==> config.mk <==
export PLATFORM = sky130hd
export DESIGN_NAME = bcmc_top
export DESIGN_NICKNAME = d
export VERILOG_FILES = /design/src/design/bcmc_pkg.sv /design/src/design/bcmc_top.sv
export VERILOG_INCLUDE_DIRS = /design/src /design/src/design
export SDC_FILE = /design/constraint.sdc
export NUM_CORES = 1
export LEC_CHECK = 0
export BUFFER_PORTS_ARGS = -buffer_cell sky130_fd_sc_hd__buf_2
export CAP_MARGIN = 10
export CORE_ASPECT_RATIO = 1.4
export CORE_MARGIN = 10
export CORE_UTILIZATION = 40
export CTS_CLUSTER_SIZE = 12
export DETAILED_ROUTE_END_ITERATION = 7
export GPL_TIMING_DRIVEN = 1
export MAX_ROUTING_LAYER = met4
export PLACE_DENSITY = 0.67
export SYNTH_ARGS = -nofsm -noshare
export SYNTH_HDL_FRONTEND = slang
export SYNTH_SLANG_ARGS = --single-unit
==> constraint.sdc <==
create_clock -name hclk -period 4.1 [get_ports hclk]
set_clock_uncertainty 0.05 [all_clocks]
set_input_delay 0.205 -clock hclk [delete_from_list [all_inputs] [get_ports hclk]]
set_output_delay 0.205 -clock hclk [all_outputs]
set_load 0.02 [all_outputs]
==> src/design/bcmc_params.svh <==
// Offsets, field positions, codes, reset values and timing counts of the mode control block
`ifndef BCMC_PARAMS_SVH
`define BCMC_PARAMS_SVH

// Register byte offsets on the AHB-Lite slave
`define BCMC_OFF_CTRL      8'h00
`define BCMC_OFF_STATUS    8'h04
`define BCMC_OFF_LOCAL_IN  8'h08
`define BCMC_OFF_DEBUG_OUT 8'h0c
`define BCMC_OFF_XO_BASE   8'h10
`define BCMC_OFF_XI_BASE   8'h20

// Control register fields
`define BCMC_CTRL_RUN_BIT  0
`define BCMC_CTRL_DBG_BIT  1
`define BCMC_CTRL_ENC_LSB  2
`define BCMC_CTRL_MRES_BIT 4
`define BCMC_CTRL_WIDTH    5
`define BCMC_CTRL_RST      5'h00

// Encoder choice codes
`define BCMC_ENC_NONE 2'h0
`define BCMC_ENC_DIFF 2'h1
`define BCMC_ENC_SE   2'h2
`define BCMC_ENC_SSI  2'h3

// Three-position selector switch codes
`define BCMC_SW_STOP 2'h0
`define BCMC_SW_RUN  2'h1
`define BCMC_SW_MRES 2'h2

// Local point counts and exchange size
`define BCMC_NUM_IN     15
`define BCMC_NUM_OUT    8
`define BCMC_XCHG_BYTES 16

// Program evaluation time and clock period, both in ns
`define BCMC_EXEC_NS 1000
`define BCMC_CLK_NS  4
`define BCMC_EXEC_CYC (`BCMC_EXEC_NS / `BCMC_CLK_NS)

`endif

==> src/design/bcmc_pkg.sv <==
// Types shared by the mode control block
package bcmc_pkg;

   // Top-level operating state
   typedef enum logic [1:0] {
      BCMC_LOAD,
      BCMC_STOP,
      BCMC_RUN
   } bcmc_state_e;

   // Control register as stored
   typedef struct packed {
      logic mres;
      logic [1:0] enc_sel;
      logic debug;
      logic run_cmd;
   } bcmc_ctrl_s;

   // Captured AHB address phase
   typedef struct packed {
      logic wr;
      logic rd;
      logic [7:0] addr;
   } bcmc_aphase_s;

endpackage

==> src/design/bcmc_top.sv <==
// Operating mode control of the Boolean coprocessor: load, run/stop, debug and host exchange
`include "bcmc_params.svh"

// Function
// Fifteen local inputs, eight local outputs
// One encoder type selected at a time
// Diff or serial encoder frees inputs 8-11
// No encoder frees inputs 12-14
// Load card image at power-up, memory reset
// Sixteen bytes exchanged each way with master
// Master cannot reach local I/O normally; the status register shows the local outputs at all times
// Master run command honoured only at RUN
// Stand-alone runs when switch at RUN
// Debug passes local I/O to master
// Fixed one microsecond program evaluation time
// Selector switch gates program execution
// Stop holds outputs off, suspends evaluation
module bcmc_top
   import bcmc_pkg::*;
#(
   parameter int PROG_AW = 16,                  // Program image address width
   parameter int EXEC_CYC = `BCMC_EXEC_CYC      // Evaluation period in clocks
) (
   input wire logic hclk,                       // Bus clock, 250 MHz
   input wire logic hresetn,                    // Async reset, active low
   input wire logic hsel,                       // Slave select
   input wire logic [31:0] haddr,               // Byte address
   input wire logic [1:0] htrans,               // Transfer type
   input wire logic hwrite,                     // Write when high
   input wire logic [2:0] hsize,                // Transfer size
   input wire logic [31:0] hwdata,              // Write data
   input wire logic hready,                     // Bus ready
   output logic [31:0] hrdata,                  // Read data
   output logic hreadyout,                      // Slave ready
   output logic hresp,                          // Always OKAY
   input wire logic [1:0] mode_sw,              // Selector switch position
   input wire logic standalone,                 // High when no master present
   input wire logic [7:0] din,                  // Plain 24 V inputs 0-7
   input wire logic [3:0] enc_se,               // Single-ended encoder lines
   input wire logic [2:0] enc_diff,             // Differential input pairs
   output logic [`BCMC_NUM_OUT-1:0] dout,       // Local outputs
   output logic [1:0] enc_sel_o,                // Encoder type in use
   output logic card_req,                       // Ready for a card word
   input wire logic card_valid,                 // Card word present
   input wire logic [31:0] card_data,           // Card word
   input wire logic card_last,                  // Last word of image
   output logic cfg_we,                         // Image word write strobe
   output logic [PROG_AW-1:0] cfg_addr,         // Image word address
   output logic [31:0] cfg_data,                // Image word
   output logic cfg_done,                       // Image loaded
   output logic [`BCMC_NUM_IN-1:0] ulp_in,      // Inputs given to user program
   input wire logic [`BCMC_NUM_OUT-1:0] ulp_out, // Results of user program
   output logic ulp_enable,                     // User program evaluating
   output logic [8*`BCMC_XCHG_BYTES-1:0] xo_data, // Master to program bytes
   input wire logic [8*`BCMC_XCHG_BYTES-1:0] xi_data, // Program to master bytes
   output logic run_o                           // Module in RUN
);

   localparam int XWORDS = `BCMC_XCHG_BYTES / 4; // Exchange words each way

   // Elaboration checks on parameters; the counter is 8 bits wide
   if (EXEC_CYC < 2 || EXEC_CYC > 256) begin : g_bad_exec
      $error("EXEC_CYC must lie in 2..256");
   end
   if (PROG_AW < 1 || PROG_AW > 24) begin : g_bad_aw
      $error("PROG_AW must lie in 1..24");
   end

   // Bus side state
   bcmc_aphase_s ap_r;                          // Pending data phase
   logic rd_done_r;                             // Read data already loaded
   logic [31:0] hrdata_r;                       // Registered read data
   bcmc_ctrl_s ctrl_r;                          // Control register
   logic [`BCMC_NUM_OUT-1:0] dbg_out_r;         // Debug output values
   logic [31:0] xo_r [XWORDS];                  // Master to program words

   // Mode state
   bcmc_state_e state_r;                        // Operating state
   bcmc_state_e state_nxt;                      // Next operating state
   logic [PROG_AW-1:0] ld_addr_r;               // Image word counter
   logic loaded_r;                              // Image fully in place
   logic sw_mres_r;                             // Switch was at MRES
   logic cfg_we_r;                              // Image write strobe
   logic [31:0] cfg_data_r;                     // Image word
   logic [PROG_AW-1:0] cfg_addr_r;              // Image address

   // Evaluation state
   logic [7:0] exec_cnt_r;                      // Cycle within evaluation period
   logic primed_r;                              // One input sample taken
   logic [`BCMC_NUM_IN-1:0] ulp_in_r;           // Sampled inputs for program
   logic [`BCMC_NUM_OUT-1:0] dout_r;            // Driven local outputs

   // Address phase decode
   wire ap_take = hsel & hready & htrans[1];
   wire [7:0] ap_addr = haddr[7:0];
   // Data phase decode, writes complete with no wait state
   wire wr_en = ap_r.wr;
   wire rd_busy = ap_r.rd & ~rd_done_r;
   wire [5:0] wr_idx = ap_r.addr[7:2];
   wire wr_ctrl = wr_en && (ap_r.addr == `BCMC_OFF_CTRL);
   wire wr_dbg = wr_en && (ap_r.addr == `BCMC_OFF_DEBUG_OUT);

   // Local input assembly with encoder-dependent reuse of lines
   wire [1:0] enc = ctrl_r.enc_sel;             // Exactly one type held at once
   wire se_free = (enc == `BCMC_ENC_DIFF) || (enc == `BCMC_ENC_SSI);
   wire diff_free = (enc == `BCMC_ENC_NONE);
   wire [`BCMC_NUM_IN-1:0] local_in = {
      diff_free ? enc_diff : 3'h0,              // Inputs 12-14
      se_free ? enc_se : 4'h0,                  // Inputs 8-11
      din                                       // Inputs 0-7
   };

   // Run gating from switch, master and stand-alone strap
   wire sw_run = (mode_sw == `BCMC_SW_RUN);
   wire sw_mres = (mode_sw == `BCMC_SW_MRES);
   wire mres_req = (wr_ctrl && hwdata[`BCMC_CTRL_MRES_BIT]) || (sw_mres && !sw_mres_r);
   wire run_ok = loaded_r && sw_run && (standalone || ctrl_r.run_cmd);
   wire in_run = (state_r == BCMC_RUN);
   wire dbg_act = ctrl_r.debug && !standalone;  // Debug needs a master
   wire eval_on = in_run && !dbg_act;           // Program evaluates only here
   wire exec_wrap = (exec_cnt_r == 8'(EXEC_CYC - 1));
   wire card_take = (state_r == BCMC_LOAD) && card_valid;

   // Read mux, local inputs visible to the master only in debug, local outputs always in status
   logic [31:0] rd_mux;
   wire [3:0] st_code = {2'h0, state_r};
   wire [31:0] status_w = {16'h0, dout_r, 1'b0, dbg_act, standalone, loaded_r, mode_sw,
                           st_code[1:0]};
   wire [31:0] local_w = dbg_act ? {17'h0, local_in} : 32'h0;
   wire [31:0] dbgo_w = {24'h0, dbg_out_r};
   wire [31:0] ctrl_w = {27'h0, ctrl_r};
   wire rd_xo = (ap_r.addr >= `BCMC_OFF_XO_BASE) && (ap_r.addr < `BCMC_OFF_XI_BASE);
   wire rd_xi = (ap_r.addr >= `BCMC_OFF_XI_BASE) &&
                (ap_r.addr < (`BCMC_OFF_XI_BASE + 8'(`BCMC_XCHG_BYTES)));
   wire [1:0] xw = ap_r.addr[3:2];              // Word within exchange block

   // Combinational read select, unmapped reads return zero
   always_comb begin
      rd_mux = 32'h0;
      if (ap_r.addr == `BCMC_OFF_CTRL) begin
         rd_mux = ctrl_w;
      end else if (ap_r.addr == `BCMC_OFF_STATUS) begin
         rd_mux = status_w;
      end else if (ap_r.addr == `BCMC_OFF_LOCAL_IN) begin
         rd_mux = local_w;
      end else if (ap_r.addr == `BCMC_OFF_DEBUG_OUT) begin
         rd_mux = dbgo_w;
      end else if (rd_xo) begin
         rd_mux = xo_r[xw];
      end else if (rd_xi) begin
         rd_mux = xi_data[32*xw +: 32];
      end
   end

   // Address phase capture; reads hold hreadyout low for one cycle
   always_ff @(posedge hclk or negedge hresetn) begin
      if (!hresetn) begin
         ap_r <= '0;
         rd_done_r <= 1'b0;
      end else if (hready) begin
         ap_r <= ap_take ? {hwrite, ~hwrite, ap_addr} : '0;
         rd_done_r <= 1'b0;
      end else if (rd_busy) begin
         rd_done_r <= 1'b1;
      end
   end

   // Read data register loaded in the wait cycle, after any prior write landed
   always_ff @(posedge hclk or negedge hresetn) begin
      if (!hresetn) begin
         hrdata_r <= 32'h0;
      end else if (rd_busy) begin
         hrdata_r <= rd_mux;
      end
   end

   // Control register; mres is a pulse and never stored as one
   always_ff @(posedge hclk or negedge hresetn) begin
      if (!hresetn) begin
         ctrl_r <= `BCMC_CTRL_RST;
      end else if (wr_ctrl) begin
         ctrl_r <= {1'b0, hwdata[`BCMC_CTRL_ENC_LSB +: 2], hwdata[`BCMC_CTRL_DBG_BIT],
                    hwdata[`BCMC_CTRL_RUN_BIT]};
      end
   end

   // Debug output values, used only while debug is active
   always_ff @(posedge hclk or negedge hresetn) begin
      if (!hresetn) begin
         dbg_out_r <= '0;
      end else if (wr_dbg) begin
         dbg_out_r <= hwdata[`BCMC_NUM_OUT-1:0];
      end
   end

   // Master to program exchange words, one per aligned offset
   genvar gi;
   generate
      for (gi = 0; gi < XWORDS; gi++) begin : g_xo
         wire hit = wr_en && (wr_idx == 6'((`BCMC_OFF_XO_BASE >> 2) + gi));
         always_ff @(posedge hclk or negedge hresetn) begin
            if (!hresetn) begin
               xo_r[gi] <= 32'h0;
            end else if (hit) begin
               xo_r[gi] <= hwdata;
            end
         end
         assign xo_data[32*gi +: 32] = xo_r[gi];
      end
   endgenerate

   // Next state: memory reset always wins, then load, then run gating
   always_comb begin
      state_nxt = state_r;
      case (state_r)
         BCMC_LOAD: begin
            if (card_take && card_last) begin
               state_nxt = BCMC_STOP;
            end
         end
         BCMC_STOP: begin
            if (run_ok) begin
               state_nxt = BCMC_RUN;
            end
         end
         BCMC_RUN: begin
            if (!run_ok) begin
               state_nxt = BCMC_STOP;
            end
         end
         default: begin
            state_nxt = BCMC_LOAD;
         end
      endcase
      if (mres_req) begin
         state_nxt = BCMC_LOAD;
      end
   end

   // State, switch edge history and image load progress
   always_ff @(posedge hclk or negedge hresetn) begin
      if (!hresetn) begin
         state_r <= BCMC_LOAD;                  // Power-up starts a load
         sw_mres_r <= 1'b0;
         loaded_r <= 1'b0;
         ld_addr_r <= '0;
      end else begin
         state_r <= state_nxt;
         sw_mres_r <= sw_mres;
         if (mres_req) begin
            loaded_r <= 1'b0;
            ld_addr_r <= '0;
         end else if (card_take) begin
            loaded_r <= card_last;
            ld_addr_r <= ld_addr_r + PROG_AW'(1); // Wraps on an oversize image
         end
      end
   end

   // Image words are forwarded to the programmable fabric as they arrive
   always_ff @(posedge hclk or negedge hresetn) begin
      if (!hresetn) begin
         cfg_we_r <= 1'b0;
         cfg_addr_r <= '0;
         cfg_data_r <= 32'h0;
      end else begin
         cfg_we_r <= card_take && !mres_req;
         if (card_take) begin
            cfg_addr_r <= ld_addr_r;
            cfg_data_r <= card_data;
         end
      end
   end

   // Evaluation period counter, parked at its end so RUN starts with a sample
   always_ff @(posedge hclk or negedge hresetn) begin
      if (!hresetn) begin
         exec_cnt_r <= 8'(EXEC_CYC - 1);
         primed_r <= 1'b0;
      end else if (!eval_on) begin
         exec_cnt_r <= 8'(EXEC_CYC - 1);        // Suspended in STOP
         primed_r <= 1'b0;
      end else if (exec_wrap) begin
         exec_cnt_r <= 8'h0;
         primed_r <= 1'b1;
      end else begin
         exec_cnt_r <= exec_cnt_r + 8'h1;
      end
   end

   // Inputs sampled and results taken once per fixed period, so the
   // program always sees exactly one period between sample and update
   always_ff @(posedge hclk or negedge hresetn) begin
      if (!hresetn) begin
         ulp_in_r <= '0;
      end else if (!in_run) begin
         ulp_in_r <= '0;
      end else if (eval_on && exec_wrap) begin
         ulp_in_r <= local_in;
      end
   end

   // Local outputs: off outside RUN, master values in debug, program results else
   always_ff @(posedge hclk or negedge hresetn) begin
      if (!hresetn) begin
         dout_r <= '0;
      end else if (!in_run) begin
         dout_r <= '0;
      end else if (dbg_act) begin
         dout_r <= dbg_out_r;
      end else if (exec_wrap && primed_r) begin
         dout_r <= ulp_out;
      end
   end

   // Output assignments
   assign hrdata = hrdata_r;
   assign hreadyout = ~rd_busy;
   assign hresp = 1'b0;
   assign dout = dout_r;
   assign enc_sel_o = ctrl_r.enc_sel;
   assign card_req = (state_r == BCMC_LOAD);
   assign cfg_we = cfg_we_r;
   assign cfg_addr = cfg_addr_r;
   assign cfg_data = cfg_data_r;
   assign cfg_done = loaded_r;
   assign ulp_in = ulp_in_r;
   assign ulp_enable = eval_on;
   assign run_o = in_run;

endmodule

* Word-level counts from Yosys, hierarchy flattened
Cells that the tools add are included.
** Storage, ports and cells
- Bits in registers :: 284
- Bits in latches :: 0
- Memory bits (writable) :: 0
- Memory bits (read-only) :: 0
- Word-level logic and storage cells :: 124
- Memories :: 0
** Operators by class
- Add/subtract/negate cells :: 2
- Multiply operators :: 0
- Div/mod/pow operators :: 0
- Order comparisons :: 5
- Equal/unequal tests :: 20
- Shifts and indexed selects :: 1
- Muxes and demuxes :: 33
- Bitwise gates (word level) :: 7
- Reductions and logical operators :: 32
** Operator list (count)
- 32-bit 2-to-1 mux :: 8
- 128-bit by 8-bit variable part select with 32-bit output :: 1
- 32-bit binary-select mux with 2-bit select :: 1
- 15-bit 2-to-1 mux :: 3
- 8-bit 2-to-1 mux :: 5
- 16-bit 2-to-1 mux :: 2
- 6-bit by 3-bit equality test with 1-bit output, second input constant :: 4
- 1-bit logical AND :: 19
- 16-bit by 1-bit adder with 16-bit output, second input constant :: 1
- 8-bit by 4-bit equality test with 1-bit output, second input constant :: 2
- 8-bit by 6-bit less-than comparator with 1-bit output, second input constant :: 2
- 10-bit 2-to-1 mux :: 1
- 8-bit by 1-bit adder with 8-bit output, second input constant :: 1
- 8-bit by 3-bit equality test with 1-bit output, second input constant :: 1
- 8-bit equality test, second input constant :: 1
- 8-bit by 5-bit >= comparator with 1-bit output, second input constant :: 1
- 8-bit by 6-bit >= comparator with 1-bit output, second input constant :: 1
- 8-bit zero test :: 1
- 2-bit 2-to-1 mux :: 4
- 2-bit by 1-bit equality test with 1-bit output, second input constant :: 3
- 2-bit equality test, second input constant :: 3
- 1-bit 2-to-1 mux :: 6
- 3-bit by 1-bit inequality test with 1-bit output, second input constant :: 2
- 3-bit inequality test, second input constant :: 2
- other kinds (13) :: 25

* Longest topological paths before layout
- Depth in word-level cells :: 9
- Gate-level depth with buffers :: 7
- Depth with buffers taken out :: 6

* Worst setup path after synthesis
OpenSTA, ideal clock, no wires.
- Kind :: register -> register
- From :: reg state_r[1]
- To :: reg ld_addr_r[15]
- Library setup time :: 0.078 ns
- Data arrival time :: 2.142 ns
- Required time :: 3.972 ns
- Setup slack :: 1.830 ns
- Cell stages (with the launch flop) :: 7
- Period minus slack after synthesis :: 2.270 ns
- Path through :: dfrtp_1 > or3b_1 > buf_2 > or4_1 > buf_2 > or4_1 > a21oi_1
** On the way
- Cells in the longest elaborated chain, start to end :: 3
** Ends and longest elaborated chain
- from (decl) :: RTL line bcmc_top.sv:78 : bcmc_state_e state_r;
- from (signal assigned) :: RTL line bcmc_top.sv:248 : state_r <= state_nxt;
- 2-bit zero test :: RTL line bcmc_top.sv:122 : wire card_take = (state_r == BCMC_LOAD) && card_valid;
- 1-bit logical AND :: RTL line bcmc_top.sv:122
- 2-bit nonzero test (no line)
- to (signal assigned) :: RTL line bcmc_top.sv:255 : ld_addr_r <= ld_addr_r + PROG_AW'(1);
- to (decl) :: RTL line bcmc_top.sv:80 : logic [PROG_AW-1:0] ld_addr_r;
No other way between the ends.
A chain may end at the register's enable or synchronous reset.

* Worst setup path in the final report
- From :: reg ap_r[2] (netlist bit)
- To :: reg hrdata_r[31] (netlist: hrdata[31])
** On the way
- Cells in the longest elaborated chain, start to end :: 9
- Elaborated cells on any way between the ends :: 21
- Those cells by class :: 4 x order compare; 3 x eq/ne; 1 x shift; 9 x mux; 1 x bitwise; 3 x reduce/logical
** Ends and longest elaborated chain
- from (decl) :: RTL line bcmc_top.sv:70 : bcmc_aphase_s ap_r;
- from (signal assigned) :: RTL line bcmc_top.sv:161 : ap_r <= ap_take ? {hwrite, ~hwrite, ap_addr} : '0;
- parallel branches: the longest is 8 deep, another holds 128-bit by 8-bit variable part select with 32-bit output
- 32-bit 2-to-1 mux (*) :: RTL line bcmc_top.sv:140 : if (ap_r.addr == `BCMC_OFF_CTRL) begin
- to (signal assigned) :: RTL line bcmc_top.sv:173 : hrdata_r <= rd_mux;
- to (decl) :: RTL line bcmc_top.sv:72 : logic [31:0] hrdata_r;
Mark *: on every way between the ends. The select of a mux whose other input is x is not followed.

==> results.sh <==
export IMPL_status="complete, no violations"
export IMPL_drtAntennaViolNets=0
export IMPL_max_stage_delay_ps=860
export IMPL_ys_warn_count=0
export IMPL_synth_largest_area_cell="dfrtp_1"
export IMPL_synth_area_leaders="dfrtp_1 (52%), mux2_2 (12%), mux4_2 (11%)"
export IMPL_drive_gt1_frac=0.452
export IMPL_coreArea_um2=33100
export IMPL_grt_usage=0.242
export IMPL_synth_cells=1108
export IMPL_final_hold_viol_count=0
export IMPL_slew_headroom=0.299
export IMPL_cp_required_ps=4440
export IMPL_viasPerCell=5.37
export IMPL_startpoint_type="register"
export IMPL_finalSetupViolCount=0
export IMPL_row_count=79
export IMPL_critPathKind="reg2reg"
export IMPL_end_kind="register"
export IMPL_area_growth_pct=36.5
export IMPL_die_w_um=174
export IMPL_finalMaxSlewViolations=0
export IMPL_ys_flop_type="dfrtp_1"
export IMPL_drc=0
export IMPL_cts_root_buf="clkbuf_16"
export IMPL_first_global_vias=12200
export IMPL_hold_path_class="in2reg"
export IMPL_final_min_clock_period_ps=2670
export IMPL_comb_power_share=0.261
export IMPL_drt_iter0_drc=949
export IMPL_synth_area_per_cell_um2=12.0
export IMPL_leakage_uw=0.00867
export IMPL_cts_max_path_buffers=3
export IMPL_grt_remaining_overflow=0
export IMPL_yosysUniqueCellTypes=52
export IMPL_wl_mm=50.0
export IMPL_vias=11500
export IMPL_synth_edf_count=0
export IMPL_period_share=0.651
export IMPL_switching_share=0.330
export IMPL_syn_nets=1373
export IMPL_grt_pass1_wl_mm=76.1
export IMPL_internal_power_uw=5480
export IMPL_wl_per_cell_um=23.4
export IMPL_clock_sinks=284
export IMPL_worstMarginPinSlew_ps=1050
export IMPL_netlist_area_leader_share=0.522
export IMPL_peakVddDrop_mv=0.349
export IMPL_cts_setup_buffers=0
export IMPL_htree_levels=1
export IMPL_initial_core_util=0.402
export IMPL_final_setup_tns_ps=0
export IMPL_post_dp_hpwl_mm=36.5
export IMPL_synth_seq_area_share=0.534
export IMPL_io_pins=502
export IMPL_grt_setup_unrepaired="no"
export IMPL_crit_arrival_ps=3010
export IMPL_cts_tree="built"
export IMPL_dr_pass1_iters=5
export IMPL_placed_area_um2=16200
export IMPL_dieArea_um2=41100
export IMPL_ys_ff_latch=284
export IMPL_multiInputGateArea_um2=5850
export IMPL_max_cap_violations=0
export IMPL_seqPwrFrac=0.426
export IMPL_seqCellArea_um2=7120
export IMPL_fillers=2863
export IMPL_fp_dieH_um=236
export IMPL_power_density_nw_per_um2=450
export IMPL_grt_max_degree=110
export IMPL_netlist_area_um2=13300
export IMPL_synth_async_reset_ratio=1.00
export IMPL_insertion_delay_ps=560
export IMPL_gp_congestion=0.937
export IMPL_path_max_fanout=35
export IMPL_cts_reportedPaths_clkPinSlew_ps=60
export IMPL_fin_area_um2=18200
export IMPL_nets=1933
export IMPL_cp_slowest_cell="dfrtp_4"
export IMPL_fmax_mhz=375
export IMPL_cts_buffers=30
export IMPL_total_power_uw=8190
export IMPL_antenna_found_initial=5
export IMPL_p_clk_frac=0.313
export IMPL_p_sw_uw=2710
export IMPL_cts_resized=0
export IMPL_io_buffers=472
export IMPL_crit_chain="buf_4, mux4_2, a22oi_1, o21ai_0"
==> power groups by stage <==
stage,registers [uW],clock network (uW),logic (uW)
2_1_floorplan,3850,0,803
3_3_place_gp,3510,0,2040
3_5_place_dp,3530,0,2060
4_1_cts,3490,2620,2150
5_1_grt,3540,2730,2290
6_report,3490,2560,2140
==> sequential cells by signal (all words and copies together), names as in the netlist, 2 cells and up <==
register and count:
xo_data 128, cfg_data 32, hrdata 32, cfg_addr 16, ld_addr_r 16, ulp_in 15
ap_r 9, dbg_out_r 8, dout 8, exec_cnt_r 8, ctrl_r 2, enc_sel_o 2
state_r 2
==> Yosys cell counts, drive strengths merged (8+ instances only) <==
cell      n
buf      25
clkbuf   52
mux2i    10
o21a      8
nand3    19
o31ai    20
mux4     64
dfrtp   278
a21oi    25
inv      19
o21ai    62
a31oi    12
nor2     25
mux2    143
nand2   217
a22oi    31
a22o      8
xnor2     9
==> what timing repair did <==
action / in CTS / in global routing
hold buffers: 108 / 0
setup endpoints to repair: 0 / 0
endpoints found under the hold margin: 316 / 0
==> layout make-up <==
| type | instances | area share |
|---|---|---|
| Sequential cell | 284 | 0.392 |
| Clock buffer | 46 | 0.0480 |
| Tap cell | 445 | 0.0306 |
| Multi-Input combinational cell | 727 | 0.322 |
| Antenna cell | 5 | 0.000688 |
| Timing Repair Buffer | 605 | 0.202 |
| Clock inverter | 4 | 0.00172 |
| Inverter | 20 | 0.00413 |
==> kinds of logic after synthesis <==
kind of cell / Yosys count / synth area share
compound gates: 179 / 0.0850
xor+xnor: 14 / 0.00920
fa+ha+maj: 3 / 0.00282
buf+inv: 97 / 0.0296
flops: 284 / 0.534
mux: 217 / 0.237
other cells: 1 / 0.000281
simple gates: 313 / 0.102
==> worst max-delay path: cells and delay by family, from the launching register on <==
kind,cells,cell delay (ps)
compound gates,2,430
flops,1,860
buf+inv,1,540
mux,1,570
==> layout by cell type (no fill, tap or decap), drive strengths merged, types with 8 or more instances in the layout <==
cell,count
a22oi,31
clkbuf,46
mux2,143
a31oi,12
mux4,64
mux2i,10
inv,20
o21a,8
nand3,19
o31ai,20
a21oi,25
dfrtp,278
nand2,217
o21ai,62
dlygate4sd3,108
xnor2,9
nor2,25
buf,497
a22o,8
==> through the flow <==
stage                      util  setup slack [ps]  std cells  hold WS (ps)
after floorplan               -              1830       1108          -141
after global placement    0.489              1410       1973           287
after detailed placement  0.489              1370       1973           283
after CTS                 0.549              1360       2131          46.2
after global routing      0.549              1190       2136          69.4
final                     0.549              1430       2136          55.9
==> worst paths after layout <==
check / end / cells past startpoint / startpoint / slack [ps]
min in group asynchronous: xo_data[88]$_DFFE_PN0P_ / 2 / hresetn / 230
min: state_r[0]$_DFFE_PN0P_ / 4 / card_valid / 60
max reg2reg: hrdata[31]$_DFFE_PN0P_ / 4 / ap_r[2]$_DFFE_PN0P_ / 1430
max in group asynchronous: exec_cnt_r[5]$_DFF_PN1_ / 3 / hresetn / 2690
max: hrdata[31]$_DFFE_PN0P_ / 4 / ap_r[2]$_DFFE_PN0P_ / 1430
min reg2reg: cfg_data[21]$_DFFE_PN0P_ / 2 / cfg_data[21]$_DFFE_PN0P_ / 420
==> routing by layer <==
metal	wire, um	global-route usage	vias to the layer above
met2	25000	0.400	484
met4	1930	0.0896	0
met3	3090	0.0500	99
met5	0	-	-
li1	-	-	5106
met1	19900	0.288	5773
(Power assumes the default switching activity.)
